File: src/shared/irqsp_pkg.sv
// ----------------------------------------
// register map and field layout
// ----------------------------------------
package irqsp_pkg;
	localparam int NUM_PINS = 8; // external request pins
	localparam int NUM_PRIO = 10; // priority registers
	localparam int PRIO_W = 4; // width of one priority field
	// byte offsets of the word-aligned registers
	localparam logic [7:0] OFS_STATUS = 8'h00; // request flags, pin 0 at bit 7
	localparam logic [7:0] OFS_PRIO_A = 8'h04; // first of ten priority words
	localparam logic [7:0] OFS_SENSE = 8'h2C; // sense select, bit n = pin n
	localparam logic [7:0] OFS_EDGE = 8'h30; // edge select, pin 0 at bits 15:14
	localparam logic [7:0] OFS_EVENT = 8'h34; // sticky event bits, write one to clear
	localparam logic [7:0] OFS_MASK = 8'h38; // event mask, one enables
	localparam logic [7:0] OFS_LAST = 8'h38; // highest mapped offset
	// field layout
	localparam int FLAG_MSB = 7; // request flags occupy 7:0
	localparam int STATUS_W = 16; // status register width
	localparam int PRIO_REG_W = 16; // priority register width
	// reset values
	localparam logic [15:0] RST_PRIO = 16'h0000;
	localparam logic [7:0] RST_FLAGS = 8'h00;
	localparam logic [7:0] RST_SENSE = 8'h00;
	localparam logic [15:0] RST_EDGE = 16'h0000;
	localparam logic [7:0] RST_MASK = 8'h00;
	// sense select encodings
	localparam logic SENSE_LOW = 1'b0; // low level detection
	localparam logic SENSE_EDGE = 1'b1; // edge detection
	// edge select encodings
	localparam logic [1:0] EDGE_FALL = 2'h0;
	localparam logic [1:0] EDGE_RISE = 2'h1;
	localparam logic [1:0] EDGE_BOTH = 2'h2;
	localparam logic [1:0] EDGE_BAD = 2'h3; // not allowed, detects nothing
	localparam logic [3:0] PRIO_MASKED = 4'h0; // level zero masks the pin request, not IRQ_OUT
endpackage : irqsp_pkg

File: src/rtl/irqsp_regs.sv
// Overview of operation
// - 16-bit status register shows eight pin requests
// - status bits 15:8 always read zero
// - bit 7 is pin 0, bit 0 pin 7
// - flag sets on selected level or edge
// - write zero after reading one clears flag
// - low mode: exception clears flag if pin high
// - edge modes: exception clears held flag
// - transfer start clears flag if post-select zero
// - ten 16-bit priority registers, reset zero
// - priorities cover all but non-maskable source
// - four 4-bit priority fields per register
// - field value zero lowest, fifteen highest
// - edge select: 00 fall, 01 rise, 10 both
// - low mode requests only while pin low
// - priority zero masks the pin request, not IRQ_OUT
`timescale 1ns/100ps
`default_nettype none
module irqsp_regs #(
	parameter int NPINS = irqsp_pkg::NUM_PINS
) (
	input wire logic CLK,
	input wire logic RST_N,
	input wire logic PSEL,
	input wire logic PENABLE,
	input wire logic PWRITE,
	input wire logic [7:0] PADDR,
	input wire logic [31:0] PWDATA,
	output logic [31:0] PRDATA,
	output logic PREADY,
	output logic PSLVERR,
	input wire logic [7:0] IRQ_PIN_N,
	input wire logic EXC_ACCEPT,
	input wire logic [2:0] EXC_PIN,
	input wire logic XFER_START,
	input wire logic [2:0] XFER_PIN,
	input wire logic POST_TRANSFER_INT_SELECT,
	output logic [7:0] PIN_REQUEST,
	output logic [31:0] PRIO_LEVELS,
	output logic IRQ_OUT
);
	// ----------------------------------------
	// helpers
	// ----------------------------------------
	// bit order of the status register is reversed against pin number
	function automatic logic [7:0] rev8(input logic [7:0] v);
		logic [7:0] r;
		r = 8'h00;
		for (int i = 0; i < 8; i++) begin
			r[i] = v[7 - i];
		end
		return r;
	endfunction : rev8

	// ----------------------------------------
	// state
	// ----------------------------------------
	logic [15:0] prio [irqsp_pkg::NUM_PRIO]; // priority words
	logic [15:0] next_prio [irqsp_pkg::NUM_PRIO];
	logic [7:0] sense, next_sense; // sense select
	logic [15:0] edge_sel, next_edge_sel; // edge select
	logic [7:0] flag, next_flag; // request flags, index = pin
	logic [7:0] armed, next_armed; // flags seen as one by a read
	logic [7:0] evt, next_evt; // sticky events
	logic [7:0] mask, next_mask;
	logic [7:0] sync1, sync2, sync3; // pin synchroniser and history
	logic [31:0] next_prdata;
	logic next_pready, next_pslverr, next_irq;
	logic [7:0] next_req;
	logic [31:0] next_levels;
	logic [7:0] set, clr; // per-pin set and clear terms
	logic [7:0] pin_low; // synchronised pin level, active low input
	logic [7:0] exc_hit, xfer_hit; // decoded pin of each clearing event
	logic [3:0] lvl [8]; // priority field of each pin

	// access completes on the edge where PREADY is seen high
	logic done, wr_done, rd_done, mapped;
	logic [3:0] idx;
	assign done = PSEL & PENABLE & PREADY;
	assign wr_done = done & PWRITE & ~PSLVERR;
	assign rd_done = done & ~PWRITE & ~PSLVERR;
	assign idx = PADDR[5:2];
	assign mapped = (PADDR[1:0] == 2'h0) && (PADDR <= irqsp_pkg::OFS_LAST);

	// ----------------------------------------
	// pin synchroniser
	// ----------------------------------------
	// pins are asynchronous; sync1 is read only by sync2
	always_ff @(posedge CLK or negedge RST_N) begin
		if (!RST_N) begin
			sync1 <= 8'hFF;
			sync2 <= 8'hFF;
			sync3 <= 8'hFF;
		end else begin
			sync1 <= IRQ_PIN_N;
			sync2 <= sync1;
			sync3 <= sync2;
		end
	end
	assign pin_low = ~sync2;

	// ----------------------------------------
	// detection and clearing
	// ----------------------------------------
	// pin n uses field 15-4(n mod 4) of word a (pins 0-3) or word b (pins 4-7)
	always_comb begin
		for (int n = 0; n < 8; n++) begin
			lvl[n] = prio[n / 4][15 - 4 * (n % 4) -: 4];
		end
	end

	always_comb begin
		set = 8'h00;
		clr = 8'h00;
		exc_hit = 8'h00;
		xfer_hit = 8'h00;
		exc_hit[EXC_PIN] = EXC_ACCEPT;
		xfer_hit[XFER_PIN] = XFER_START;
		for (int n = 0; n < NPINS; n++) begin
			if (sense[n] == irqsp_pkg::SENSE_LOW) begin
				set[n] = pin_low[n];
				clr[n] = exc_hit[n] & ~pin_low[n];
			end else begin
				unique case (edge_sel[15 - 2 * n -: 2])
					irqsp_pkg::EDGE_FALL: set[n] = sync3[n] & ~sync2[n];
					irqsp_pkg::EDGE_RISE: set[n] = ~sync3[n] & sync2[n];
					irqsp_pkg::EDGE_BOTH: set[n] = sync3[n] ^ sync2[n];
					default: set[n] = 1'b0; // forbidden code detects nothing
				endcase
				clr[n] = exc_hit[n];
			end
			// transfer controller consumes the request
			// a transfer that keeps its interrupt leaves the flag for the handler
			if (xfer_hit[n] && !POST_TRANSFER_INT_SELECT) begin
				clr[n] = 1'b1;
			end
		end
		// a zero written to an armed flag clears it
		if (wr_done && PADDR == irqsp_pkg::OFS_STATUS) begin
			clr = clr | (armed & ~rev8(PWDATA[7:0]));
		end
	end

	// ----------------------------------------
	// flags, arming and events
	// ----------------------------------------
	always_comb begin
		// set wins over every clear
		next_flag = set | (flag & ~clr);
		next_armed = armed & flag;
		if (wr_done && PADDR == irqsp_pkg::OFS_STATUS) begin
			next_armed = 8'h00;
		end else if (rd_done && PADDR == irqsp_pkg::OFS_STATUS) begin
			// arm exactly the ones the master was handed
			next_armed = armed | (rev8(PRDATA[7:0]) & flag);
		end
		next_evt = evt;
		if (wr_done && PADDR == irqsp_pkg::OFS_EVENT) begin
			next_evt = evt & ~PWDATA[7:0];
		end
		next_evt = next_evt | (set & ~flag);
		next_irq = |(next_evt & mask);
	end

	always_ff @(posedge CLK or negedge RST_N) begin
		if (!RST_N) begin
			flag <= irqsp_pkg::RST_FLAGS;
			armed <= 8'h00;
			evt <= 8'h00;
			IRQ_OUT <= 1'b0;
		end else begin
			flag <= next_flag;
			armed <= next_armed;
			evt <= next_evt;
			IRQ_OUT <= next_irq;
		end
	end

	// ----------------------------------------
	// requests to the interrupt core
	// ----------------------------------------
	always_comb begin
		next_req = 8'h00;
		for (int n = 0; n < NPINS; n++) begin
			if (lvl[n] != irqsp_pkg::PRIO_MASKED) begin
				// low mode follows the pin, not the held flag
				next_req[n] = (sense[n] == irqsp_pkg::SENSE_LOW) ? pin_low[n] : flag[n];
			end
		end
		next_levels = {prio[1], prio[0]};
	end

	always_ff @(posedge CLK or negedge RST_N) begin
		if (!RST_N) begin
			PIN_REQUEST <= 8'h00;
			PRIO_LEVELS <= 32'h0000_0000;
		end else begin
			PIN_REQUEST <= next_req;
			PRIO_LEVELS <= next_levels;
		end
	end

	// ----------------------------------------
	// configuration registers
	// ----------------------------------------
	// the non-maskable source has no field here
	always_comb begin
		next_prio = prio;
		next_sense = sense;
		next_edge_sel = edge_sel;
		next_mask = mask;
		if (wr_done) begin
			if (idx >= 4'h1 && idx <= 4'hA) begin
				next_prio[idx - 4'h1] = PWDATA[15:0];
			end
			unique case (PADDR)
				irqsp_pkg::OFS_SENSE: next_sense = PWDATA[7:0];
				irqsp_pkg::OFS_EDGE: next_edge_sel = PWDATA[15:0];
				irqsp_pkg::OFS_MASK: next_mask = PWDATA[7:0];
				default: ;
			endcase
		end
	end

	always_ff @(posedge CLK or negedge RST_N) begin
		if (!RST_N) begin
			for (int i = 0; i < irqsp_pkg::NUM_PRIO; i++) begin
				prio[i] <= irqsp_pkg::RST_PRIO;
			end
			sense <= irqsp_pkg::RST_SENSE;
			edge_sel <= irqsp_pkg::RST_EDGE;
			mask <= irqsp_pkg::RST_MASK;
		end else begin
			prio <= next_prio;
			sense <= next_sense;
			edge_sel <= next_edge_sel;
			mask <= next_mask;
		end
	end

	// ----------------------------------------
	// bus slave
	// ----------------------------------------
	// one wait-free access phase; read data is captured in the setup
	// cycle, so a flag set during the access shows on the next read
	always_comb begin
		next_pready = PSEL & ~PENABLE;
		next_pslverr = PSEL & ~PENABLE & ~mapped;
		next_prdata = 32'h0000_0000;
		if (PSEL && !PENABLE && !PWRITE && mapped) begin
			if (idx >= 4'h1 && idx <= 4'hA) begin
				next_prdata[15:0] = prio[idx - 4'h1];
			end
			unique case (PADDR)
				// upper byte stays zero whatever was written
				irqsp_pkg::OFS_STATUS: next_prdata[7:0] = rev8(flag);
				irqsp_pkg::OFS_SENSE: next_prdata[7:0] = sense;
				irqsp_pkg::OFS_EDGE: next_prdata[15:0] = edge_sel;
				irqsp_pkg::OFS_EVENT: next_prdata[7:0] = evt;
				irqsp_pkg::OFS_MASK: next_prdata[7:0] = mask;
				default: ;
			endcase
		end
	end

	always_ff @(posedge CLK or negedge RST_N) begin
		if (!RST_N) begin
			PRDATA <= 32'h0000_0000;
			PREADY <= 1'b0;
			PSLVERR <= 1'b0;
		end else begin
			PRDATA <= next_prdata;
			PREADY <= next_pready;
			PSLVERR <= next_pslverr;
		end
	end
endmodule : irqsp_regs
`default_nettype wire

File: config.mk
export PLATFORM = sky130hd
export DESIGN_NAME = irqsp_regs
export DESIGN_NICKNAME = d
export VERILOG_FILES = /design/src/shared/irqsp_pkg.sv /design/src/rtl/irqsp_regs.sv
export SDC_FILE = /design/constraint.sdc
export NUM_CORES = 1
export LEC_CHECK = 0
export BUFFER_PORTS_ARGS = -buffer_cell sky130_fd_sc_hd__buf_2
export CORE_MARGIN = 2
export CORE_UTILIZATION = 55
export CTS_CLUSTER_SIZE = 14
export DETAILED_ROUTE_END_ITERATION = 16
export PLACE_DENSITY = 0.75
export SYNTH_ARGS = -nofsm -noshare
export SYNTH_HDL_FRONTEND = slang
export SYNTH_SLANG_ARGS = --single-unit
File: constraint.sdc
create_clock -name CLK -period 3.2 [get_ports CLK]
set_input_delay 0 -clock CLK [delete_from_list [all_inputs] [get_ports CLK]]
set_output_delay 0 -clock CLK [all_outputs]
set_load 0.005 [all_outputs]
; Word level (Yosys, flattened, before mapping)
; Index checks and enable logic that the tools add are counted.
; Widths: inputs -> output; s select.
[classes]
magnitude_cmp = 9
muxes = 66
n_reduce_logical = 45
bitwise = 87
eq_ne = 20
add_sub_neg = 1
[ops]
columns = op, n
row1 = $bwmux 160, 1
row2 = $mux 16, 5
row3 = $and 8x8->8, 9
row4 = $bmux 16 s4, 1
row5 = $demux 16 s4, 1
row6 = $mux 1, 42
row7 = $mux 8, 5
row8 = $not 8->8, 5
row9 = $pmux 8 s5, 1
row10 = $and 1x1->1, 32
row11 = $eq 8x6->1 const B, 4
row12 = $or 8x8->8, 4
row13 = $reduce_bool 4->1, 8
row14 = $not 1->1, 28
row15 = $pmux 1 s3, 8
row16 = $logic_and 1x1->1, 19
row17 = $logic_not 2->1, 9
row18 = $eq 2x1->1 const B, 8
row19 = $eq 2x2->1 const B, 8
row20 = $le 8x6->1 const B, 1
row21 = $logic_not 8->1, 1
row22 = $lt 3x4->1 const B, 2
row23 = $reduce_and 2->1, 4
row24 = $reduce_or 8->1, 1
row25 = other kinds (10), 21
[totals]
elab_cells = 253
out_inout_bits = 75
ff_bits = 299
input_bits = 62

; Depth between registers and ports, before layout
; Gate-level depths: netlist (run 1).
[depth]
ltp_word = 13
mapped_depth = 11
depth_no_buf = 8

; Worst setup path after synthesis (run 1)
; Ideal clock, no wire load.
[synth_timing]
path_kind = input port to flip-flop
start = input PADDR[2]
end = register prio, in the netlist lvl[10]
arrival_time_ps = 2129
required_time_ps = 3075
setup_time_ps = 125
cell_stages = 9
path_slack_ps = 946
path_buffers = 3
cell_sequence = buf_2 inv_1 ha_1 xor2_2 nor2b_1 buf_4 nand4_1 buf_4 mux2_2
[synth_between]
elab_chain_cells = 7
elab_cells_between_ends = 12
cone_classes = add/sub: 1 / order compare: 4 / mux: 3 / bitwise: 1 / reduce/logical: 3
[synth_lines]
columns = element, line
row1 = from (decl), irqsp_regs.sv:27  ; input wire logic [7:0] PADDR,
row2 = $sub 4x1->4, irqsp_regs.sv:214  ; next_prio[idx - 4'h1] = PWDATA[15:0];
row3 = $not 4->5 (not written as such), irqsp_regs.sv:214
row4 = $ge 5x5->1 (not written as such) / $lt 5x1->1 (equally long branches), irqsp_regs.sv:214
row5 = $logic_and 1x1->1 (not written as such), irqsp_regs.sv:214
row6 = $mux 16 (not written as such), irqsp_regs.sv:214
row7 = $demux 16 s4, irqsp_regs.sv:214
row8 = $bwmux 160, irqsp_regs.sv:214
row9 = "to (signal, indexed assignment)", irqsp_regs.sv:228  ; prio[i] <= irqsp_pkg::RST_PRIO;
row10 = to (signal assigned), irqsp_regs.sv:234  ; prio <= next_prio;
row11 = to (decl), irqsp_regs.sv:58  ; logic [15:0] prio [irqsp_pkg::NUM_PRIO];
; Parallel ways exist; a longest one is shown, timed or not.
; A chain may end at the register's enable or synchronous reset.

; Final worst setup path (run 1)
[layout_timing]
start = input PADDR[3]
end = register armed[1]
[layout_between]
elab_chain_cells = 4
elab_cells_between_ends = 5
cone_classes = mux: 2 / reduce/logical: 3
[layout_lines]
columns = element, line
row1 = $logic_not 8->1 (*), "irqsp_regs.sv:151, irqsp_regs.sv:153"
row2 = $logic_and 1x1->1, irqsp_regs.sv:153  ; end else if (rd_done && PADDR == irqsp_pkg::OFS_STATUS) begin
row3 = $mux 8, irqsp_regs.sv:153
row4 = $mux 8 (*), irqsp_regs.sv:151  ; if (wr_done && PADDR == irqsp_pkg::OFS_STATUS) begin
row5 = via next_armed[1], irqsp_regs.sv:63  ; logic [7:0] armed, next_armed;
row6 = to (signal assigned), irqsp_regs.sv:173  ; armed <= next_armed;
row7 = to (decl), irqsp_regs.sv:63
; Mark *: on every way through the listed nets, which the timed path passes. The rest lies on a longest branch.

==> results of run 1 <==
where the power goes:
part	internal, mW	total (mW)	switching [mW]
Combinational	0.260	0.612	0.352
Sequential	3.90	3.97	0.0694
Clock	2.29	3.73	1.44
Total	6.45	8.31	1.86
cell type report:
cell class | count | area (um^2)
fill | 1775 | 8207
clock inverter | 9 | 181.4
multi-input combinational | 634 | 5532
timing repair buffer | 191 | 1399
sequential | 299 | 7512
clock buffer | 46 | 880.8
inverter | 35 | 131.4
tap | 324 | 405.4
how the worst max path moves through the flow:
stage / startpoint / cells past startpoint / end
final: PADDR[3] / 10 / armed[1]$_DFF_PN0_
after global routing: PSLVERR$_DFF_PN0_ / 6 / mask[5]$_DFFE_PN0P_
after CTS: PADDR[3] / 12 / prio[14]$_DFFE_PN0P_
after detailed placement: PADDR[3] / 11 / prio[8]$_DFFE_PN0P_
after global placement: PADDR[3] / 11 / prio[26]$_DFFE_PN0P_
after floorplan: PADDR[2] / 9 / lvl[10]$_DFFE_PN0P_
kinds of logic after synthesis:
family,count (synthesis),share of synthesized area [%]
flops,299,55.57
compound gates,152,7.747
buf+inv,111,3.924
xor+xnor,3,0.2500
fa+ha+maj,21,1.944
mux,247,23.09
simple gates,195,7.442
other cells,1,0.02774
layer usage:
metal | vias up | part of all wire [%] | global-route usage (%)
met4 | 0 | 3.9 | 10.71
met5 | - | 0 | 0
met2 | 336 | 47 | 41.65
li1 | 4033 | - | -
met3 | 78 | 6.7 | 4.649
met1 | 4617 | 42 | 36.38
cell usage in the layout, fill, tap and decap left out, types with 13 or more instances in the layout:
master	n
sky130_fd_sc_hd__a21oi_1	28
sky130_fd_sc_hd__a22oi_1	20
sky130_fd_sc_hd__buf_2	103
sky130_fd_sc_hd__buf_4	29
sky130_fd_sc_hd__clkbuf_16	30
sky130_fd_sc_hd__conb_1	16
sky130_fd_sc_hd__dfrtp_1	275
sky130_fd_sc_hd__dfstp_2	24
sky130_fd_sc_hd__dlygate4sd3_1	51
sky130_fd_sc_hd__ha_1	21
sky130_fd_sc_hd__inv_1	35
sky130_fd_sc_hd__mux2_2	199
sky130_fd_sc_hd__mux2i_1	16
sky130_fd_sc_hd__mux4_2	32
sky130_fd_sc_hd__nand2_1	58
sky130_fd_sc_hd__nand3_1	13
sky130_fd_sc_hd__nor2_1	46
sky130_fd_sc_hd__o21ai_0	37
cell usage after synthesis, types with 9 or more instances:
cell / instances
sky130_fd_sc_hd__a211oi_1: 9
sky130_fd_sc_hd__a21oi_1: 28
sky130_fd_sc_hd__a22oi_1: 20
sky130_fd_sc_hd__buf_2: 19
sky130_fd_sc_hd__buf_4: 20
sky130_fd_sc_hd__clkbuf_1: 32
sky130_fd_sc_hd__dfrtp_1: 275
sky130_fd_sc_hd__dfstp_2: 24
sky130_fd_sc_hd__ha_1: 21
sky130_fd_sc_hd__inv_1: 35
sky130_fd_sc_hd__mux2_2: 199
sky130_fd_sc_hd__mux2i_1: 16
sky130_fd_sc_hd__mux4_2: 32
sky130_fd_sc_hd__nand2_1: 58
sky130_fd_sc_hd__nand2b_1: 12
sky130_fd_sc_hd__nand3_1: 13
sky130_fd_sc_hd__nand4_1: 12
sky130_fd_sc_hd__nor2_1: 46
sky130_fd_sc_hd__nor4_1: 9
sky130_fd_sc_hd__o21ai_0: 37
sequential cells by signal (all words and copies together), names as in the netlist, 8 cells and up:
register	count
sync2	8
PRIO_LEVELS	32
PIN_REQUEST	8
sync3	8
lvl	32
evt	8
sense	8
edge_sel	16
PRDATA	16
armed	8
prio	128
flag	8
mask	8
sync1	8
stage by stage:
stage	instance area, um^2	power [mW]	hold WS (ns)	setup WS (ns)	std cells
2_1_floorplan	13570	4.338	-0.2956	0.9460	1044
3_3_place_gp	14470	4.583	0.09800	0.8287	1432
3_5_place_dp	14470	4.600	0.1014	0.8031	1432
4_1_cts	16040	8.356	0.05270	0.7643	1538
5_1_grt	16040	8.615	0.05961	0.5772	1538
6_report	16040	8.312	0.07733	0.7110	1538
worst reg2reg max path, cell delays in order (launching register included):
cell and delay, ns:
sky130_fd_sc_hd__dfrtp_1 0.37, sky130_fd_sc_hd__nand4b_1 0.32, sky130_fd_sc_hd__nor2_1 0.17, sky130_fd_sc_hd__buf_4 0.25, sky130_fd_sc_hd__nand2_1 0.15, sky130_fd_sc_hd__nor2_1 0.61
sky130_fd_sc_hd__mux2_2 0.42
==> results.cfg, run 1 <==
[sta]
final_min_period_over_clock_period_pct = 77.78
hold_viol = 0
slew_headroom_pct = 36.09
finalWorstPathRequiredPeriod_ns = 2.489
timing.setup.tns_ns = 0
tightestPinTransition_ns = 0.9499
clock-skew-final_ns = 0.007097
maxClockFrequency_ghz = 0.4018
setup_viol = 0
unrepaired_setup_endpoints_after_global_routing = false
final-max-slew-violation-count = 0

[floorplanning]
std_cell_rows = 57
die_height_um = 160.8
fp.dieArea_um2 = 25850
dieWidth_um = 160.8
placeableCoreArea_um2 = 24250
number_of_top_level_pins = 137
initial_utilization_pct = 55.75

[critical_path]
crit_buf_inv = 4
timing.critical_path.max_delay_family = simple AND/OR/NAND/NOR gates
worstSetupPathType = input port to flop
timing.rr.start = PSLVERR$_DFF_PN0_
worst_path_largest_cell_delay_ns = 0.73
worst_ep_required_time_ns = 3.68
crit_chain = dlygate4sd3_1, buf_2, inv_1, ha_1, nor4b_4, buf_4, nor3b_4, a21o_2, a22oi_1, nor2_1
cp-start-kind = input port
cp_max_fo = 16
cp_data_arrival_time_ns = 2.97
r2r_cells = 6
critical_path.endpoint_type = flop
rr_endpoint = mask[5]$_DFFE_PN0P_
cell_with_the_largest_stage_delay_on_the_worst_path = sky130_fd_sc_hd__nor3b_4
regToRegSetupSlack_ns = 0.80

[logic_synthesis]
async_reset_ff_share_pct = 100.0
syn-mean-instance-area_um2 = 13.14
synthesis.instances = 1029
post_synthesis_sequential_area_ratio_pct = 55.57
yosys_warnings = 0
post_synthesis_cell_type_with_the_largest_combined_area = sky130_fd_sc_hd__dfrtp_1
top_cell_type_s_share_of_synthesized_area_pct = 50.91
count_of_flip_flops_with_a_built_in_enable_after_synthesis = 0
netlist_area_um2 = 13520
synth_flop_cell = sky130_fd_sc_hd__dfrtp_1
synth_seq_cells = 299
post_synth_num_cell_types = 69
yosys-top-cells-area = sky130_fd_sc_hd__dfrtp_1 51%, sky130_fd_sc_hd__mux2_2 17%, sky130_fd_sc_hd__mux4_2 5.3%

[clock_network]
tritoncts = yes
numCtsBuffers = 30
cts_hold_buffers_added = 51
cts.repair_timing.setup_buffer_count = 0
cts_resized = 0
cts.htree.levels = 1
latest_clock_arrival_within_the_worst_skew_pair_ns = 0.56
cts.sink_count = 299
cts_max_path_buffers = 3
clk_transition_reported_paths_ns = 0.06
cts.root.buffer_cell = sky130_fd_sc_hd__clkbuf_16

[min_path]
hp-start = IRQ_PIN_N[0]
hold_end = sync1[0]$_DFF_PN1_
hold_path_depth = 2
holdCritPathClass = input port to flop

[global_route]
vias_in_the_first_global_route = 9322
overflow = 0
grt_use_total_pct = 26.26
grt_first_pass_wirelength_mm = 52.55
grt_antenna_before_repair = 0
maximum_number_of_pins_on_one_net_before_global_route_repair = 100

[finish]
final_core_utilization_pct = 66.16
n_antenna_cell = 0
area_growth_pct = 18.67
final_net_count = 1274
final_layout_size_suffix_gt1_share_pct = 37.81

[routing]
dr.pass1.iters = 6
drt_iter0_markers = 661
routed_wl_mm = 33.17
wl_per_cell_um = 21.57
drt_drc_violations_left = 0
remaining_antenna_violation_count = 0
via_per_inst = 5.893
detailroute.via_count = 9064

[placement]
portBuffers = 104
gp_congestion = 0.9540
detailedPlacementHpwl_mm = 21.64

[flow_run]
number_of_max_capacitance_violations_reported = 0

[pwr]
cellPowerDensity_nw_per_um2 = 518.2
leakage_nw = 7.818
irDropWorstVdd_v = 0.0003625

[run_status]
run_status = completed
Power figures use the tool's default switching activity.
==> inputs of run 2 (changes only) <==
- ABC_AREA: not set -> 1
- CORE_UTILIZATION: 55 -> 54
- PLACE_DENSITY: 0.75 -> 0.77
- clock period: 3.2 -> 2.1 ns (I/O delays scaled with it)
==> run 2 against run 1 <==
Design area is 0.39% higher. Critical endpoint is now IRQ_OUT$_DFF_PN0_. Clock skew grew 0.0046 ns. Cell count up 38%. Non-clock buffer count is 3 lower. Utilization fell by 2.0 points. Critical path type is now flop to flop. Combinational power increased by 94%. Die area grew 3.8%. Via count up 28%. Routed wire length rose by 13%. Synthesized cell count up 59%. Worst hold slack worse by 0.067 ns.
==> results.cfg, run 2 <==
[run_status]
run_status = completed

[routing]
wl_met3_mm = 3.310
drt_drc_violations_left = 0
wl_per_cell_um = 17.69
uppermost_signal_routing_layer_after_detailed_routing = met4
routed-wl-met2_mm = 17.29
via_per_inst = 5.490
metal_1_wl_mm = 15.31
routed_wl_mm = 37.46
remaining_antenna_violation_count = 0
dr.pass1.iters = 5
drt_iter0_markers = 1340
detailroute.via_count = 11630

[critical_path]
crit_path_frequent_cell = sky130_fd_sc_hd__nand2_1
critPathLaunch = sync2[1]$_DFF_PN1_
cp_max_fo = 5
worstSetupPathType = flop to flop
crit_chain = inv_1, ha_1, nand2_1, nand3_1, nand3_1, nand3_1, nand2_1, nand2_1, nand2_1, nor2_1, nand2_1
timing.rr.start = sync2[1]$_DFF_PN1_
endpoint = IRQ_OUT$_DFF_PN0_
worst_ep_required_time_ns = 2.54
regToRegSetupSlack_ns = 0.23
cell_with_the_largest_stage_delay_on_the_worst_path = sky130_fd_sc_hd__dfstp_2
rr_endpoint = IRQ_OUT$_DFF_PN0_
cp-start-kind = flop
worst_path_largest_cell_delay_ns = 0.62
critical_path.endpoint_type = flop
r2r_cells = 11
cp_data_arrival_time_ns = 2.32

[global_route]
grt_use_total_pct = 28.44
vias_in_the_first_global_route = 10850
maximum_number_of_pins_on_one_net_before_global_route_repair = 93
grt_first_pass_wirelength_mm = 58.81
overflow = 0
grt_antenna_before_repair = 0

[sta]
maxClockFrequency_ghz = 0.5338
worst_slack_ns = 0.2268
timing.setup.tns_ns = 0
setup_viol = 0
hold_viol = 0
final_min_period_over_clock_period_pct = 89.20
tightestPinTransition_ns = 0.7956
finalWorstPathRequiredPeriod_ns = 1.873
unrepaired_setup_endpoints_after_global_routing = false
final-max-slew-violation-count = 0
clock-skew-final_ns = 0.01170
slew_headroom_pct = 46.90
hold-worst-slack_ns = 0.01077

[logic_synthesis]
synth_flop_cell = sky130_fd_sc_hd__dfrtp_1
syn-mean-instance-area_um2 = 8.451
post_synthesis_cell_type_with_the_largest_combined_area = sky130_fd_sc_hd__dfrtp_1
top_cell_type_s_share_of_synthesized_area_pct = 49.93
netlist_area_um2 = 13780
most_frequent_cell_after_synthesis = sky130_fd_sc_hd__nand2_1
yosys-top-cells-area = sky130_fd_sc_hd__dfrtp_1 50%, sky130_fd_sc_hd__nand2_1 14%, sky130_fd_sc_hd__o21ai_1 5.1%
synth_seq_cells = 299
count_of_flip_flops_with_a_built_in_enable_after_synthesis = 0
ys_top_cells_by_count = 530 x sky130_fd_sc_hd__nand2_1, 275 x sky130_fd_sc_hd__dfrtp_1, 140 x sky130_fd_sc_hd__o21ai_1
post_synthesis_sequential_area_ratio_pct = 54.50
synthesis.instances = 1631
async_reset_ff_share_pct = 100.0
yosys_warnings = 0
post_synth_num_cell_types = 42

[finish]
mostFrequentLayoutCells = 530 x sky130_fd_sc_hd__nand2_1, 275 x sky130_fd_sc_hd__dfrtp_1, 140 x sky130_fd_sc_hd__o21ai_1
final.fill_count = 2060
largest_reg_by_ff_count = prio
layout_commonest_cell = sky130_fd_sc_hd__nand2_1
layout.cell_area.non_filler_um2 = 16100
n_antenna_cell = 0
final_cells = 2118
area_growth_pct = 16.84
seqCellArea_um2 = 7512
final_layout_size_suffix_gt1_share_pct = 15.77
final_core_utilization_pct = 64.14
final_net_count = 1847
multiInputGateArea_um2 = 5250
max_reg_flops = 128

[placement]
portBuffers = 104
dpl-instance-area_um2 = 14710
gp_congestion = 0.9831
detailedPlacementHpwl_mm = 25.02
dp_cells = 2023
detailedPlace.worstSlack_ns = 0.1228

[floorplanning]
number_of_top_level_pins = 137
initial_utilization_pct = 54.89
std_cell_rows = 58
fp.dieArea_um2 = 26820
die_height_um = 163.8
dieWidth_um = 163.8
placeableCoreArea_um2 = 25110

[pwr]
leakage_nw = 7.783
finalPower_mw = 12.56
cellPowerDensity_nw_per_um2 = 779.6
irDropWorstVdd_v = 0.0006034

[min_path]
holdCritPathClass = input port to flop
hold_path_depth = 3

[flow_run]
number_of_max_capacitance_violations_reported = 0

[clock_network]
numCtsBuffers = 31
cts.repair_timing.setup_buffer_count = 0
cts.htree.levels = 1
cts_max_path_buffers = 3
tritoncts = yes
cts.root.buffer_cell = sky130_fd_sc_hd__clkbuf_16
cts.sink_count = 299
clk_transition_reported_paths_ns = 0.06
latest_clock_arrival_within_the_worst_skew_pair_ns = 0.55
==> run 2: cell types whose count changed after synthesis, moves of 17 or more <==
cell and delta:
sky130_fd_sc_hd__o21ai_0 +50, sky130_fd_sc_hd__mux4_2 -32, sky130_fd_sc_hd__o21ai_1 +139, sky130_fd_sc_hd__a22oi_1 -20
sky130_fd_sc_hd__or2_2 +17, sky130_fd_sc_hd__inv_1 +74, sky130_fd_sc_hd__nand2_1 +472, sky130_fd_sc_hd__buf_6 +17
sky130_fd_sc_hd__nand3_1 +90, sky130_fd_sc_hd__a21oi_1 +34, sky130_fd_sc_hd__nor2_1 +31, sky130_fd_sc_hd__mux2_2 -199
==> run 2: kinds of logic after synthesis <==
| kind of cell | share of synthesized area [%] |
|---|---|
| AO/OA/AOI/OAI | 12.26 |
| XOR/XNOR | 0.1271 |
| adder cells (fa/ha/maj) | 1.906 |
| buffers and inverters | 7.816 |
| flip-flops | 54.50 |
| other | 0.02721 |
| AND/OR/NAND/NOR | 23.36 |
==> run 2: worst min path at each step <==
| stage | to | start | slack (ns) |
|---|---|---|---|
| 6_report | edge_sel[15]$_DFFE_PN0P_ | PWDATA[15] | 0.01 |
| 3_5_place_dp | prio[91]$_DFFE_PN0P_ | RST_N | -0.05 |
| 3_3_place_gp | prio[92]$_DFFE_PN0P_ | RST_N | -0.04 |
| 5_1_grt | prio[63]$_DFFE_PN0P_ | PWDATA[15] | 0.03 |
| 4_1_cts | edge_sel[8]$_DFFE_PN0P_ | PWDATA[8] | 0.008 |
| 2_1_floorplan | IRQ_OUT$_DFF_PN0_ | RST_N | -0.30 |
==> run 2: critical path, delay by kind of cell, from the launching register on <==
family,cells,cell delay [ns]
adders and majority gates,1,0.27
buffers and inverters,1,0.06
DFF,1,0.62
and+or+nand+nor,9,0.81
==> run 2: layer usage <==
| layer | up-vias | global-route usage (%) |
|---|---|---|
| met5 | - | 0 |
| met4 | 0 | 11.48 |
| met3 | 92 | 5.960 |
| met2 | 517 | 44.40 |
| met1 | 5521 | 39.07 |
| li1 | 5497 | - |
==> run 2: report_power, final <==
group / switching (mW) / leakage [nW] / internal (mW)
logic: 0.789 / 3.30 / 0.402
registers: 0.109 / 3.99 / 5.95
clock network: 2.21 / 0.494 / 3.09
==> run 2: cell type report <==
| class | count | area share [%] |
|---|---|---|
| Clock buffer | 50 | 5.944 |
| Multi-Input combinational cell | 1128 | 32.60 |
| Timing Repair Buffer | 188 | 9.308 |
| Tap cell | 330 | 2.564 |
| Clock inverter | 7 | 0.2331 |
| Sequential cell | 299 | 46.65 |
| Inverter | 116 | 2.704 |
==> run 2: what timing repair did <==
item | in CTS | in global routing
hold buffers | 38 | 0
hold endpoints to repair | 313 | 0
endpoints found under the setup margin | 0 | 0
resized for setup | 0 | 0
